`config.mk`:
```
export PLATFORM = sky130hd
export DESIGN_NAME = pwm_event_prescaler
export DESIGN_NICKNAME = d
export VERILOG_FILES = /design/src/hdl/pwm_event_prescaler_pkg.sv /design/src/hdl/prescale_if.sv /design/src/hdl/prescale_counter.sv /design/src/hdl/pwm_event_prescaler.sv
export SDC_FILE = /design/constraint.sdc
export NUM_CORES = 1
export LEC_CHECK = 0
export BUFFER_PORTS_ARGS = -buffer_cell sky130_fd_sc_hd__buf_2
export CAP_MARGIN = 20
export CORE_UTILIZATION = 44
export CTS_BUF_LIST = sky130_fd_sc_hd__clkbuf_8 sky130_fd_sc_hd__clkbuf_16
export DETAILED_ROUTE_END_ITERATION = 6
export GPL_ROUTABILITY_DRIVEN = 0
export PLACE_DENSITY_LB_ADDON = 0.12
export SYNTH_ARGS = -nofsm -noshare
export SYNTH_HDL_FRONTEND = slang
export SYNTH_SLANG_ARGS = --single-unit
```
`constraint.sdc`:
```
create_clock -name i_clk -period 2.5 [get_ports i_clk]
set_input_delay 0.375 -clock i_clk [delete_from_list [all_inputs] [get_ports i_clk]]
set_output_delay 0.375 -clock i_clk [all_outputs]
set_load 0.005 [all_outputs]
```
`src/hdl/pwm_event_prescaler_pkg.sv`:
```
package pwm_event_prescaler_pkg;

	// Bus geometry.
	localparam int DATA_W = 32;
	localparam int ADDR_W = 8;
	localparam int CNT_W = 2;

	// Register byte offsets.
	localparam logic [ADDR_W-1:0] OFS_PRESCALE = 8'h00;
	localparam logic [ADDR_W-1:0] OFS_SELECT = 8'h04;
	localparam logic [ADDR_W-1:0] OFS_FLAG = 8'h08;
	localparam logic [ADDR_W-1:0] OFS_CLEAR = 8'h0C;
	localparam logic [ADDR_W-1:0] OFS_FORCE = 8'h10;

	// Prescale register fields.
	localparam int IRQ_PRD_LSB = 0;
	localparam int IRQ_CNT_LSB = 2;
	localparam int RSVD_LSB = 4;
	localparam int RSVD_W = 4;
	localparam int CONV_PRD_LSB = 8;
	localparam int CONV_CNT_LSB = 10;

	// Select, flag, clear and force register bits.
	localparam int SEL_IRQ_EN_BIT = 0;
	localparam int SEL_CONV_EN_BIT = 1;
	localparam int EVT_IRQ_BIT = 0;
	localparam int EVT_CONV_BIT = 2;

	// Period code that switches a counter off, and reset values.
	localparam logic [CNT_W-1:0] PRD_OFF = 2'h0;
	localparam logic [CNT_W-1:0] CNT_RST = 2'h0;
	localparam logic [DATA_W-1:0] DATA_RST = 32'h0000_0000;
	localparam logic [RSVD_W-1:0] RSVD_VAL = 4'h0;

endpackage
```
`src/hdl/prescale_if.sv`:
```
`timescale 1ns/1ns
interface prescale_if;
	logic evt;
	logic force_req;
	logic enable;
	logic blocked;
	logic [pwm_event_prescaler_pkg::CNT_W-1:0] period;
	logic [pwm_event_prescaler_pkg::CNT_W-1:0] count;
	logic fire;

	modport ctl (
		output evt, force_req, enable, blocked, period,
		input count, fire
	);
	modport cnt (
		input evt, force_req, enable, blocked, period,
		output count, fire
	);
endinterface

```
`src/hdl/prescale_counter.sv`:
```
`timescale 1ns/1ns
module prescale_counter (
	// Clock and reset.
	input wire logic i_clk,
	input wire logic i_rst_b,
	// Control and status toward the register side.
	prescale_if.cnt ifc
);
	logic [pwm_event_prescaler_pkg::CNT_W-1:0] count_reg;
	logic [pwm_event_prescaler_pkg::CNT_W-1:0] count_next;
	logic fire_reg;
	logic fire_next;
	logic at_stop;
	logic inc;
	logic [pwm_event_prescaler_pkg::CNT_W-1:0] sum;

	always_comb begin
		// A stalled counter parks on the period so the pending event is kept.
		at_stop = (!ifc.enable || ifc.blocked) && (count_reg == ifc.period);
		inc = ifc.evt && !at_stop;
		sum = count_reg + {{(pwm_event_prescaler_pkg::CNT_W-1){1'b0}}, inc};
		// A count parked on the period fires as soon as the stall lifts,
		// even if a fresh event lands in that cycle; otherwise the pending
		// pulse would be lost and the count would run past the period.
		// The same compare fires a period written equal to the count.
		fire_next = (ifc.period != pwm_event_prescaler_pkg::PRD_OFF)
			&& ifc.enable && !ifc.blocked
			&& ((sum == ifc.period) || (count_reg == ifc.period)
			|| ifc.force_req);
		if (ifc.period == pwm_event_prescaler_pkg::PRD_OFF) begin
			count_next = pwm_event_prescaler_pkg::CNT_RST;
		end else if (fire_next) begin
			count_next = pwm_event_prescaler_pkg::CNT_RST;
		end else begin
			count_next = sum;
		end
	end

	always_ff @(posedge i_clk or negedge i_rst_b) begin
		if (!i_rst_b) begin
			count_reg <= pwm_event_prescaler_pkg::CNT_RST;
			fire_reg <= 1'b0;
		end else begin
			count_reg <= count_next;
			fire_reg <= fire_next;
		end
	end

	assign ifc.count = count_reg;
	assign ifc.fire = fire_reg;
endmodule // prescale_counter

```
`src/hdl/pwm_event_prescaler.sv`:
```
// Our own choices: the register addresses and register access over APB.
`timescale 1ns/1ns
module pwm_event_prescaler (
	// Clock and reset.
	input wire logic i_clk,
	input wire logic i_rst_b,
	// APB slave.
	input wire logic i_psel,
	input wire logic i_penable,
	input wire logic i_pwrite,
	input wire logic [pwm_event_prescaler_pkg::ADDR_W-1:0] i_paddr,
	input wire logic [pwm_event_prescaler_pkg::DATA_W-1:0] i_pwdata,
	output logic [pwm_event_prescaler_pkg::DATA_W-1:0] o_prdata,
	output logic o_pready,
	output logic o_pslverr,
	// Selected time-base events, one pulse per event.
	input wire logic i_irq_event,
	input wire logic i_conv_a_event,
	// Pulses toward the interrupt controller and the converter.
	output logic o_irq_pulse_out,
	output logic o_conv_a_start_pulse
);
	prescale_if irq_ifc ();
	prescale_if conv_ifc ();

	logic [pwm_event_prescaler_pkg::CNT_W-1:0] irq_period_reg;
	logic [pwm_event_prescaler_pkg::CNT_W-1:0] irq_period_next;
	logic [pwm_event_prescaler_pkg::CNT_W-1:0] conv_period_reg;
	logic [pwm_event_prescaler_pkg::CNT_W-1:0] conv_period_next;
	logic irq_enable_reg;
	logic irq_enable_next;
	logic conv_enable_reg;
	logic conv_enable_next;
	logic irq_flag_reg;
	logic irq_flag_next;
	logic conv_flag_reg;
	logic conv_flag_next;
	logic irq_force_reg;
	logic irq_force_next;
	logic conv_force_reg;
	logic conv_force_next;
	logic [pwm_event_prescaler_pkg::DATA_W-1:0] prdata_reg;
	logic [pwm_event_prescaler_pkg::DATA_W-1:0] prdata_next;
	logic pready_reg;
	logic pready_next;
	logic pslverr_reg;
	logic pslverr_next;
	logic setup;
	logic wr;
	logic mapped;
	logic [pwm_event_prescaler_pkg::DATA_W-1:0] prescale_view;

	function automatic logic hit(
		input logic [pwm_event_prescaler_pkg::ADDR_W-1:0] addr,
		input logic [pwm_event_prescaler_pkg::ADDR_W-1:0] ofs
	);
		hit = (addr == ofs);
	endfunction

	// Counter hookup; the interrupt path also blocks in its own pulse
	// cycle, before the flag has had a chance to latch.
	always_comb begin
		irq_ifc.evt = i_irq_event;
		irq_ifc.force_req = irq_force_reg;
		irq_ifc.enable = irq_enable_reg;
		irq_ifc.blocked = irq_flag_reg || irq_ifc.fire;
		irq_ifc.period = irq_period_reg;
		conv_ifc.evt = i_conv_a_event;
		conv_ifc.force_req = conv_force_reg;
		conv_ifc.enable = conv_enable_reg;
		conv_ifc.blocked = 1'b0;
		conv_ifc.period = conv_period_reg;
	end

	prescale_counter u_irq_counter (
		.i_clk(i_clk),
		.i_rst_b(i_rst_b),
		.ifc(irq_ifc.cnt)
	);

	prescale_counter u_conv_counter (
		.i_clk(i_clk),
		.i_rst_b(i_rst_b),
		.ifc(conv_ifc.cnt)
	);

	// Register read views.
	always_comb begin
		prescale_view = pwm_event_prescaler_pkg::DATA_RST;
		prescale_view[pwm_event_prescaler_pkg::IRQ_PRD_LSB +:
			pwm_event_prescaler_pkg::CNT_W] = irq_period_reg;
		prescale_view[pwm_event_prescaler_pkg::IRQ_CNT_LSB +:
			pwm_event_prescaler_pkg::CNT_W] = irq_ifc.count;
		prescale_view[pwm_event_prescaler_pkg::RSVD_LSB +:
			pwm_event_prescaler_pkg::RSVD_W] =
			pwm_event_prescaler_pkg::RSVD_VAL;
		prescale_view[pwm_event_prescaler_pkg::CONV_PRD_LSB +:
			pwm_event_prescaler_pkg::CNT_W] = conv_period_reg;
		prescale_view[pwm_event_prescaler_pkg::CONV_CNT_LSB +:
			pwm_event_prescaler_pkg::CNT_W] = conv_ifc.count;
	end

	// APB: data are captured in the setup cycle so that every access
	// completes with no wait state; counts are those seen at setup.
	always_comb begin
		setup = i_psel && !i_penable;
		wr = i_psel && i_penable && pready_reg && i_pwrite;
		mapped = hit(i_paddr, pwm_event_prescaler_pkg::OFS_PRESCALE)
			|| hit(i_paddr, pwm_event_prescaler_pkg::OFS_SELECT)
			|| hit(i_paddr, pwm_event_prescaler_pkg::OFS_FLAG)
			|| hit(i_paddr, pwm_event_prescaler_pkg::OFS_CLEAR)
			|| hit(i_paddr, pwm_event_prescaler_pkg::OFS_FORCE);
		pready_next = setup;
		pslverr_next = setup && !mapped;
		prdata_next = pwm_event_prescaler_pkg::DATA_RST;
		if (setup && !i_pwrite) begin
			if (hit(i_paddr, pwm_event_prescaler_pkg::OFS_PRESCALE)) begin
				prdata_next = prescale_view;
			end else if (hit(i_paddr, pwm_event_prescaler_pkg::OFS_SELECT)) begin
				prdata_next[pwm_event_prescaler_pkg::SEL_IRQ_EN_BIT] =
					irq_enable_reg;
				prdata_next[pwm_event_prescaler_pkg::SEL_CONV_EN_BIT] =
					conv_enable_reg;
			end else if (hit(i_paddr, pwm_event_prescaler_pkg::OFS_FLAG)) begin
				prdata_next[pwm_event_prescaler_pkg::EVT_IRQ_BIT] = irq_flag_reg;
				prdata_next[pwm_event_prescaler_pkg::EVT_CONV_BIT] =
					conv_flag_reg;
			end
		end
	end

	// Control registers, flags and force strobes.
	always_comb begin
		irq_period_next = irq_period_reg;
		conv_period_next = conv_period_reg;
		irq_enable_next = irq_enable_reg;
		conv_enable_next = conv_enable_reg;
		irq_force_next = 1'b0;
		conv_force_next = 1'b0;
		irq_flag_next = irq_flag_reg;
		conv_flag_next = conv_flag_reg;
		if (wr && hit(i_paddr, pwm_event_prescaler_pkg::OFS_PRESCALE)) begin
			irq_period_next = i_pwdata[pwm_event_prescaler_pkg::IRQ_PRD_LSB +:
				pwm_event_prescaler_pkg::CNT_W];
			conv_period_next = i_pwdata[pwm_event_prescaler_pkg::CONV_PRD_LSB +:
				pwm_event_prescaler_pkg::CNT_W];
		end
		if (wr && hit(i_paddr, pwm_event_prescaler_pkg::OFS_SELECT)) begin
			irq_enable_next = i_pwdata[pwm_event_prescaler_pkg::SEL_IRQ_EN_BIT];
			conv_enable_next = i_pwdata[pwm_event_prescaler_pkg::SEL_CONV_EN_BIT];
		end
		if (wr && hit(i_paddr, pwm_event_prescaler_pkg::OFS_FORCE)) begin
			irq_force_next = i_pwdata[pwm_event_prescaler_pkg::EVT_IRQ_BIT];
			conv_force_next = i_pwdata[pwm_event_prescaler_pkg::EVT_CONV_BIT];
		end
		if (wr && hit(i_paddr, pwm_event_prescaler_pkg::OFS_CLEAR)) begin
			if (i_pwdata[pwm_event_prescaler_pkg::EVT_IRQ_BIT]) begin
				irq_flag_next = 1'b0;
			end
			if (i_pwdata[pwm_event_prescaler_pkg::EVT_CONV_BIT]) begin
				conv_flag_next = 1'b0;
			end
		end
		// A pulse in the clearing cycle wins, so no event is lost.
		if (irq_ifc.fire) begin
			irq_flag_next = 1'b1;
		end
		if (conv_ifc.fire) begin
			conv_flag_next = 1'b1;
		end
	end

	always_ff @(posedge i_clk or negedge i_rst_b) begin
		if (!i_rst_b) begin
			irq_period_reg <= pwm_event_prescaler_pkg::PRD_OFF;
			conv_period_reg <= pwm_event_prescaler_pkg::PRD_OFF;
			irq_enable_reg <= 1'b0;
			conv_enable_reg <= 1'b0;
			irq_flag_reg <= 1'b0;
			conv_flag_reg <= 1'b0;
			irq_force_reg <= 1'b0;
			conv_force_reg <= 1'b0;
			prdata_reg <= pwm_event_prescaler_pkg::DATA_RST;
			pready_reg <= 1'b0;
			pslverr_reg <= 1'b0;
		end else begin
			irq_period_reg <= irq_period_next;
			conv_period_reg <= conv_period_next;
			irq_enable_reg <= irq_enable_next;
			conv_enable_reg <= conv_enable_next;
			irq_flag_reg <= irq_flag_next;
			conv_flag_reg <= conv_flag_next;
			irq_force_reg <= irq_force_next;
			conv_force_reg <= conv_force_next;
			prdata_reg <= prdata_next;
			pready_reg <= pready_next;
			pslverr_reg <= pslverr_next;
		end
	end

	assign o_prdata = prdata_reg;
	assign o_pready = pready_reg;
	assign o_pslverr = pslverr_reg;
	assign o_irq_pulse_out = irq_ifc.fire;
	assign o_conv_a_start_pulse = conv_ifc.fire;
endmodule // pwm_event_prescaler

```
Word-level counts from Yosys, hierarchy flattened
Index checks and enable logic that the tools add are counted.
- output and inout bits: 36
- bits of input ports: 47
- logic and storage cells: 93
- bits in registers: 50
- add/sub/neg operators: 2
- equality and inequality tests: 8
- reductions and logical operators: 48
- multiplexer cells: 20
- operators by type and width (operator ; count):
    32-bit 2-to-1 mux ; 1
    1-bit logical AND ; 19
    8-bit by 4-bit == test with 1-bit output, second input constant ; 2
    1-bit 2-to-1 mux ; 13
    2-bit nonzero test ; 6
    1-bit logical OR ; 10
    9-bit 2-to-1 mux ; 1
    2-bit == test ; 4
    8-bit by 3-bit == test with 1-bit output, second input constant ; 1
    8-bit by 5-bit == test with 1-bit output, second input constant ; 1
    1-bit logical NOT ; 8
    8-bit logical NOT ; 1
    2-bit 2-to-1 mux ; 4
    2-bit by 1-bit adder with 2-bit output ; 2
    2-bit logical NOT ; 2
    2-bit AND reduction ; 2
    3-bit 2-to-1 mux ; 1

Logic depth before layout (Yosys ltp)
Gate-level depths: netlist (run 1).
- depth in word-level cells: 12
- depth in mapped cells: 8
- depth with buffers taken out: 8

Cells and area by module
From an unflattened synthesis (run 1), not the netlist that was laid out.
- cell total of the unflattened synthesis: 144
- area, all modules: 1587.8 um^2
- by module, submodules not included (module ; cells an instance ; area each (um^2) ; instances ; seq. area each (um^2)):
    pwm_event_prescaler ; 90 ; 1017.2 ; 1 ; 500.5
    prescale_counter ; 27 ; 285.3 ; 2 ; 75.1

Least setup slack after synthesis (run 1)
Ideal clock, no wire load.
- kind: register to register
- from: register conv_period_reg, in the netlist conv_ifc.period[1]
- to: register u_conv_counter.fire_reg, in the netlist u_conv_counter.ifc.fire
- path slack: 455 ps
- setup time: 124 ps
- data arrival time: 1921 ps
- cell stages (with the launch flop): 9
- required time: 2376 ps
- clock period less this slack: 2045 ps
- buffers on the path: 1
- cell sequence: dfrtp_1 clkbuf_1 xor2_1 o31a_1 ha_1 xnor2_1 or2_2 a211oi_1 nor2_1
- word-level cells in the longest chain between the ends: 9
- elaborated cells on any way between the ends: 11
- classes of those cells: 1 x add/sub; 2 x eq/ne; 8 x reduce/logical
- RTL lines (what ; line ; source):
    start: declaration ; pwm_event_prescaler.sv:28 ; logic [pwm_event_prescaler_pkg::CNT_W-1:0] conv_period_reg;
    start signal: assignment ; pwm_event_prescaler.sv:176 ; conv_period_reg <= pwm_event_prescaler_pkg::PRD_OFF;
    start signal: assignment ; pwm_event_prescaler.sv:188 ; conv_period_reg <= conv_period_next;
    2-bit == test ; prescale_counter.sv:19, prescale_counter.sv:28 ;
    1-bit logical AND ; prescale_counter.sv:19 ; at_stop = (!ifc.enable || ifc.blocked) && (count_reg == ifc.period);
    1-bit logical NOT ; prescale_counter.sv:20 ; inc = ifc.evt && !at_stop;
    1-bit logical AND ; prescale_counter.sv:20 ;
    2-bit by 1-bit adder with 2-bit output ; prescale_counter.sv:21 ; sum = count_reg + {{(pwm_event_prescaler_pkg::CNT_W-1){1'b0}}, inc};
    2-bit == test ; prescale_counter.sv:28 ; && ((sum == ifc.period) || (count_reg == ifc.period)
    1-bit logical OR ; prescale_counter.sv:28 ;
    1-bit logical OR ; prescale_counter.sv:29 ; || ifc.force_req);
    1-bit logical AND * ; prescale_counter.sv:28 ;
    net u_conv_counter.fire_next ; prescale_counter.sv:12 ; logic fire_next;
    end signal: assignment ; prescale_counter.sv:45 ; fire_reg <= fire_next;
    end: declaration ; prescale_counter.sv:11 ; logic fire_reg;
The timed path passes the listed nets; every way through them passes the cells marked *.
A chain may end at the register's enable or synchronous reset.

Final worst setup path (run 1)
Same ends and word-level chain as after synthesis.

==> flow_summary.json, run 1 <==
{
  "outcome": "finished, final reports clean",
  "period_share_pct": 84.4,
  "finalHoldViolCount": 0,
  "hold_path.class": "in -> async",
  "crit_path_end_kind": "flop",
  "fin_nets": 226,
  "grt_pass1_wl_microns": 4260,
  "ios": 83,
  "antenna_cells": 0,
  "yosys_warnings": 0,
  "fin_util_pct": 52.8,
  "slowest_stage": "dfrtp_1",
  "path_cells": "xor2_1 > o31a_1 > ha_1 > xnor2_1 > or2_2 > a211oi_1 > nor2_1",
  "seq_area_sq_um": 651,
  "synthMuxAreaShare_pct": 7.18,
  "critPathRequiredTime_ns": 2.66,
  "grtUsageTotal_pct": 15.9,
  "antenna_found_initial": 0,
  "start_util_pct": 47.5,
  "drtAntennaViolNets": 0,
  "post-cts-setup-buffers": 0,
  "peakVddDrop_mv": 0.338,
  "post-route-min-period_ns": 2.11,
  "fill_cells": 314,
  "multiInputGateArea_sq_um": 717,
  "synth_area_leaders": "dfrtp_1 (43%), buf_4 (12%), mux2_2 (4.5%), xnor2_1 (2.9%), nor4_4 (2.8%)",
  "yosysSeqAreaShare_pct": 43.4,
  "setup_viol": 0,
  "die_w_microns": 60.4,
  "synth.most_common_cell": "dfrtp_1",
  "synthAdderAreaFrac_pct": 1.67,
  "cts_tree": "done",
  "synth_top_area_share_pct": 43.4,
  "ys_seq_elements": 26,
  "cts_made_buffers": 3,
  "placed_cell_area_sq_um": 1590,
  "synthCells": 148,
  "setup.worst_path.class": "reg -> reg",
  "cts.sinks": 26,
  "cts.htree.levels": 1,
  "synth_ff_type": "dfrtp_1",
  "ctsHoldBuffers": 0,
  "wire_per_inst_microns": 11.8,
  "relSlewSlack_pct": 63.5,
  "synth-compound-area-share_pct": 9.93,
  "ys_types": 35,
  "area_growth_pct": 11.0,
  "synthSimpleGateAreaFrac_pct": 18.4,
  "clk_latency_ns": 0.27,
  "fmax_mhz": 474,
  "numPortBuffers": 31,
  "async_reset_ff_share_pct": 100,
  "synth-edff-count": 0,
  "drive_gt1_share_pct": 25.6,
  "grt_start_max_net_pins": 27,
  "synth_top_area_cell": "dfrtp_1",
  "wl_microns": 2600,
  "hpwl_microns": 1980,
  "critPathBufInv": 0,
  "core_sq_um": 3150,
  "dieArea_sq_um": 3640,
  "grt_overflow": 0,
  "drt_iter0_markers": 39,
  "num_rows": 20,
  "cts.repair.resized": 0,
  "crit_family": "compound AO/OA/AOI/OAI gates",
  "rsz0062_at_grt": "false",
  "drt_pass1_iterations": 4,
  "grt_pass1_vias": 945,
  "powerDensity_nw_per_um2": 495,
  "drv_slew": 0,
  "synth_top_family_by_area": "simple AND/OR/NAND/NOR gates",
  "synth_xor_xnor_area_share_pct": 4.67,
  "cts_root_buf": "clkbuf_8",
  "p_leak_nw": 0.873,
  "synth.top_cells.by_count": "dfrtp_1 (26), buf_4 (24), nor2_1 (8)",
  "fin_area_sq_um": 1660,
  "synth_area_sq_um": 1500,
  "largest_reg_flops": 8,
  "clk_pin_slew_worst_paths_ns": 0.09,
  "worstMarginPinSlew_ns": 0.547,
  "crit_path_max_fanout": 12,
  "setup_tns_ns": 0,
  "fin_skew_ns": 0.00700,
  "vias": 1067,
  "crit_arrival_ns": 2.27,
  "cts_buffer_depth": 2,
  "fin_hold_ws_ns": 0.0741,
  "syn_area_per_cell_sq_um": 10.1,
  "slowest_delay_ns": 0.51,
  "critical_path.startpoint_type": "flop",
  "maxCapViolCount": 0,
  "via_per_inst": 4.85,
  "dieHeight_microns": 60.4,
  "remaining_drc_errors": 0
}
==> stage by stage <==
| stage | instances | power, mW | worst slack, ns |
|---|---|---|---|
| floorplan | 171 | 0.482 | 0.455 |
| global placement | 216 | 0.484 | 0.424 |
| detailed placement | 216 | 0.485 | 0.401 |
| CTS | 220 | 0.827 | 0.390 |
| global route | 220 | 0.856 | 0.257 |
| finish | 220 | 0.823 | 0.391 |
==> metal layers <==
layer / global-route usage [%] / vias up / wire [microns]
li1: - / 518 / -
met1: 20.9 / 499 / 1250
met2: 26.7 / 50 / 1190
met3: 4.48 / 0 / 167
met4: 1.99 / 0 / 0
met5: 0 / - / 0
==> path summary, 6_finish.rpt <==
| kind | endpoint | slack [ns] | from | depth (start not counted) |
|---|---|---|---|---|
| worst max-delay path | u_conv_counter.ifc.fire | 0.39 | conv_ifc.period[1] | 7 |
| worst min-delay path | u_conv_counter.ifc.count[1] | 0.07 | i_rst_b | 1 |
| worst max register to register | u_conv_counter.ifc.fire | 0.39 | conv_ifc.period[1] | 7 |
| worst min register to register | conv_flag_reg | 0.47 | u_conv_counter.ifc.fire | 1 |
| max in group asynchronous | irq_flag_reg | 2.05 | i_rst_b | 1 |
| min in group i_clk | conv_ifc.period[0] | 0.34 | i_pwdata[8] | 2 |
==> kinds of logic after synthesis <==
| group | after synthesis |
|---|---|
| muxes | 10 |
| buffers and inverters | 34 |
| other | 1 |
| and+or+nand+nor | 43 |
| adders and majority gates | 2 |
| DFF | 26 |
| AOI/OAI and AO/OA | 24 |
| xor gates and xnor gates | 8 |
==> area by class of cell <==
type / count / share of cell area (%)
Clock buffer: 3 / 2.48
Clock inverter: 1 / 1.80
Inverter: 4 / 0.902
Multi-Input combinational cell: 111 / 43.1
Sequential cell: 26 / 39.1
Tap cell: 44 / 3.31
Timing Repair Buffer: 31 / 9.32
==> cells in the final DEF, fill, tap and decap left out, drive strengths merged <==
cell,instances
nand3b,3
or2,2
xor2,3
or4,1
nor3b,2
buf,31
and2,3
o21ai,5
nor4,2
ha,2
conb,24
a31oi,2
and3,5
nand2,5
nand3,3
nor3,2
nand4,3
o31ai,1
mux2,6
clkbuf,3
xnor2,5
nand2b,2
o22ai,2
o31a,1
mux2i,4
nor2,8
dfrtp,26
o21a,1
a21oi,6
bufinv,1
nor2b,1
a211oi,4
nor4bb,1
a21o,2
inv,4
==> power by group <==
group          leakage [nW]  internal (mW)  switching [mW]  total [mW]
logic                 0.481         0.0175          0.0356      0.0530
registers             0.356          0.422         0.00162       0.424
clock network        0.0357          0.214           0.132       0.346
total                 0.873          0.654           0.169       0.823
Note: power is estimated with default switching activity, not from simulation.
==> run 2, diff against run 1 <==
CORE_UTILIZATION = 40   (was 44)
clock period = 1.7 ns   (was 2.5 ns; I/O delays follow)
==> run 2 against run 1 <==
Against the previous run: the run now ends with negative setup slack left; sequential share of layout area decreased by 5.3 points; count of clock-buffer cells in the layout increased by 1; design area increased by 16%; final cell count increased by 10%; setup slack got worse by 0.45 ns; total power increased by 33%; critical path depth unchanged; non-clock buffer count increased by 21; die area increased by 9.7%; largest cell class unchanged; largest power group unchanged; highest routed layer is now met4.
==> flow_summary.json, run 2 (synthesis gave the netlist of run 1 again) <==
{
  "outcome": "finished with violations",
  "violations": "negative setup slack",
  "remaining_drc_errors": 0,
  "dieHeight_microns": 63.2,
  "slowest_stage": "dfrtp_1",
  "grt_pass1_wl_microns": 4950,
  "powerDensity_nw_per_um2": 568,
  "die_w_microns": 63.2,
  "slowest_delay_ns": 0.39,
  "period_share_pct": 104,
  "maxCapViolCount": 0,
  "critPathRequiredTime_ns": 1.86,
  "placed_cell_area_sq_um": 1760,
  "peakVddDrop_mv": 0.298,
  "largest_reg_flops": 8,
  "drtAntennaViolNets": 0,
  "wl_microns": 3040,
  "drive_gt1_share_pct": 39.6,
  "fin_area_sq_um": 1920,
  "worstMarginPinSlew_ns": 0.561,
  "fill_cells": 308,
  "setup.worst_path.class": "reg -> reg",
  "crit_path_end_kind": "flop",
  "cts_made_buffers": 3,
  "wire_per_inst_microns": 12.5,
  "fin_util_pct": 55.5,
  "seq_area_sq_um": 651,
  "final_cell_mix": "buf_2 (31), dfrtp_1 (26), conb_1 (24), buf_4 (20), nor2_1 (7)",
  "vias": 1175,
  "setup_viol": 1,
  "grtUsageTotal_pct": 15.7,
  "drv_slew": 0,
  "critPathBufInv": 0,
  "cts_tree": "done",
  "setup_tns_ns": -0.0625,
  "rsz0062_at_grt": "true",
  "finalHoldViolCount": 0,
  "ios": 83,
  "cts.sinks": 26,
  "hold_path.class": "in -> reg",
  "clk_latency_ns": 0.26,
  "cts.htree.levels": 1,
  "grt_pass1_vias": 1118,
  "hpwl_microns": 2320,
  "crit_arrival_ns": 1.92,
  "antenna_found_initial": 0,
  "crit_path_max_fanout": 4,
  "dieArea_sq_um": 4000,
  "setup_slack_ns": -0.0625,
  "cts_root_buf": "clkbuf_8",
  "final_common_cell": "buf_2",
  "antenna_cells": 0,
  "fmax_mhz": 567,
  "fin_hold_ws_ns": 0.220,
  "core_sq_um": 3470,
  "via_per_inst": 4.84,
  "p_leak_nw": 0.976,
  "drt_pass1_iterations": 4,
  "numPortBuffers": 31,
  "cts_buffer_depth": 2,
  "start_util_pct": 43.2,
  "relSlewSlack_pct": 62.6,
  "num_rows": 21,
  "drt_iter0_markers": 56,
  "area_growth_pct": 28.4,
  "crit_family": "compound AO/OA/AOI/OAI gates",
  "pre_cts_slack_ns": -0.158,
  "path_cells": "xor2_1 > o31a_1 > ha_4 > xnor2_4 > or2_4 > a211oi_2 > nor2_1",
  "multiInputGateArea_sq_um": 831,
  "clk_pin_slew_worst_paths_ns": 0.08,
  "grt_start_max_net_pins": 27,
  "grt_overflow": 0,
  "fin_skew_ns": 0.00395,
  "post-route-min-period_ns": 1.76,
  "critical_path.startpoint_type": "flop",
  "fin_nets": 247
}
## run 2: changes by cell type in the layout (fill, tap and decap cells not counted), sizes merged
| cell | previous run | this run |
|---|---|---|
| buf | 31 | 51 |
| bufinv | 1 | 0 |
| clkbuf | 3 | 4 |
| dlygate4sd3 | 0 | 1 |
## run 2: path summary, 6_finish.rpt
| path | cells after the start | startpoint | slack [ns] | endpoint |
|---|---|---|---|---|
| worst max-delay path | 7 | u_conv_counter.ifc.count[0] | -0.06 | u_conv_counter.ifc.fire |
| worst min-delay path | 2 | i_pwdata[8] | 0.22 | conv_ifc.period[0] |
| worst max register to register | 7 | u_conv_counter.ifc.count[0] | -0.06 | u_conv_counter.ifc.fire |
| worst min register to register | 1 | u_conv_counter.ifc.fire | 0.48 | conv_flag_reg |
| max in group asynchronous | 2 | i_rst_b | 0.81 | conv_enable_reg |
| min in group asynchronous | 2 | i_rst_b | 0.51 | o_prdata[11] |
## run 2: routing by layer
metal  routed length (microns)  track usage, %  vias to the layer above
met5                         0               0                        -
met2                      1380            28.0                       57
met4                        53            5.11                        0
met1                      1400            19.6                      550
li1                          -               -                      564
met3                       208            1.99                        4
## run 2: metrics by stage
stage               instances  total power, mW
global route              243             1.14
floorplan                 171            0.710
CTS                       243             1.11
finish                    243             1.09
detailed placement        236            0.718
global placement          236            0.717
## run 2: layout make-up
type / instances / share of cell area, %
well taps: 46 / 2.99
inverters: 4 / 0.780
clock buffers: 4 / 2.86
flip-flops and latches: 26 / 33.8
multi-input cells: 111 / 43.2
repair buffers: 52 / 16.4
## run 2: report_power, final
group | total [mW] | switching [mW] | internal, mW
clock | 0.385 | 0.178 | 0.207
sequential | 0.622 | 0.00136 | 0.621
combinational | 0.0856 | 0.0552 | 0.0304
## run 2: what timing repair did
item | in CTS | in global routing
buffers inserted | 2 | 1
endpoints found under the hold margin | 26 | 0
hold buffers | 1 | 0
setup endpoints to repair | 5 | 5
gates resized for setup | 7 | 8
pin swaps | 7 | 5
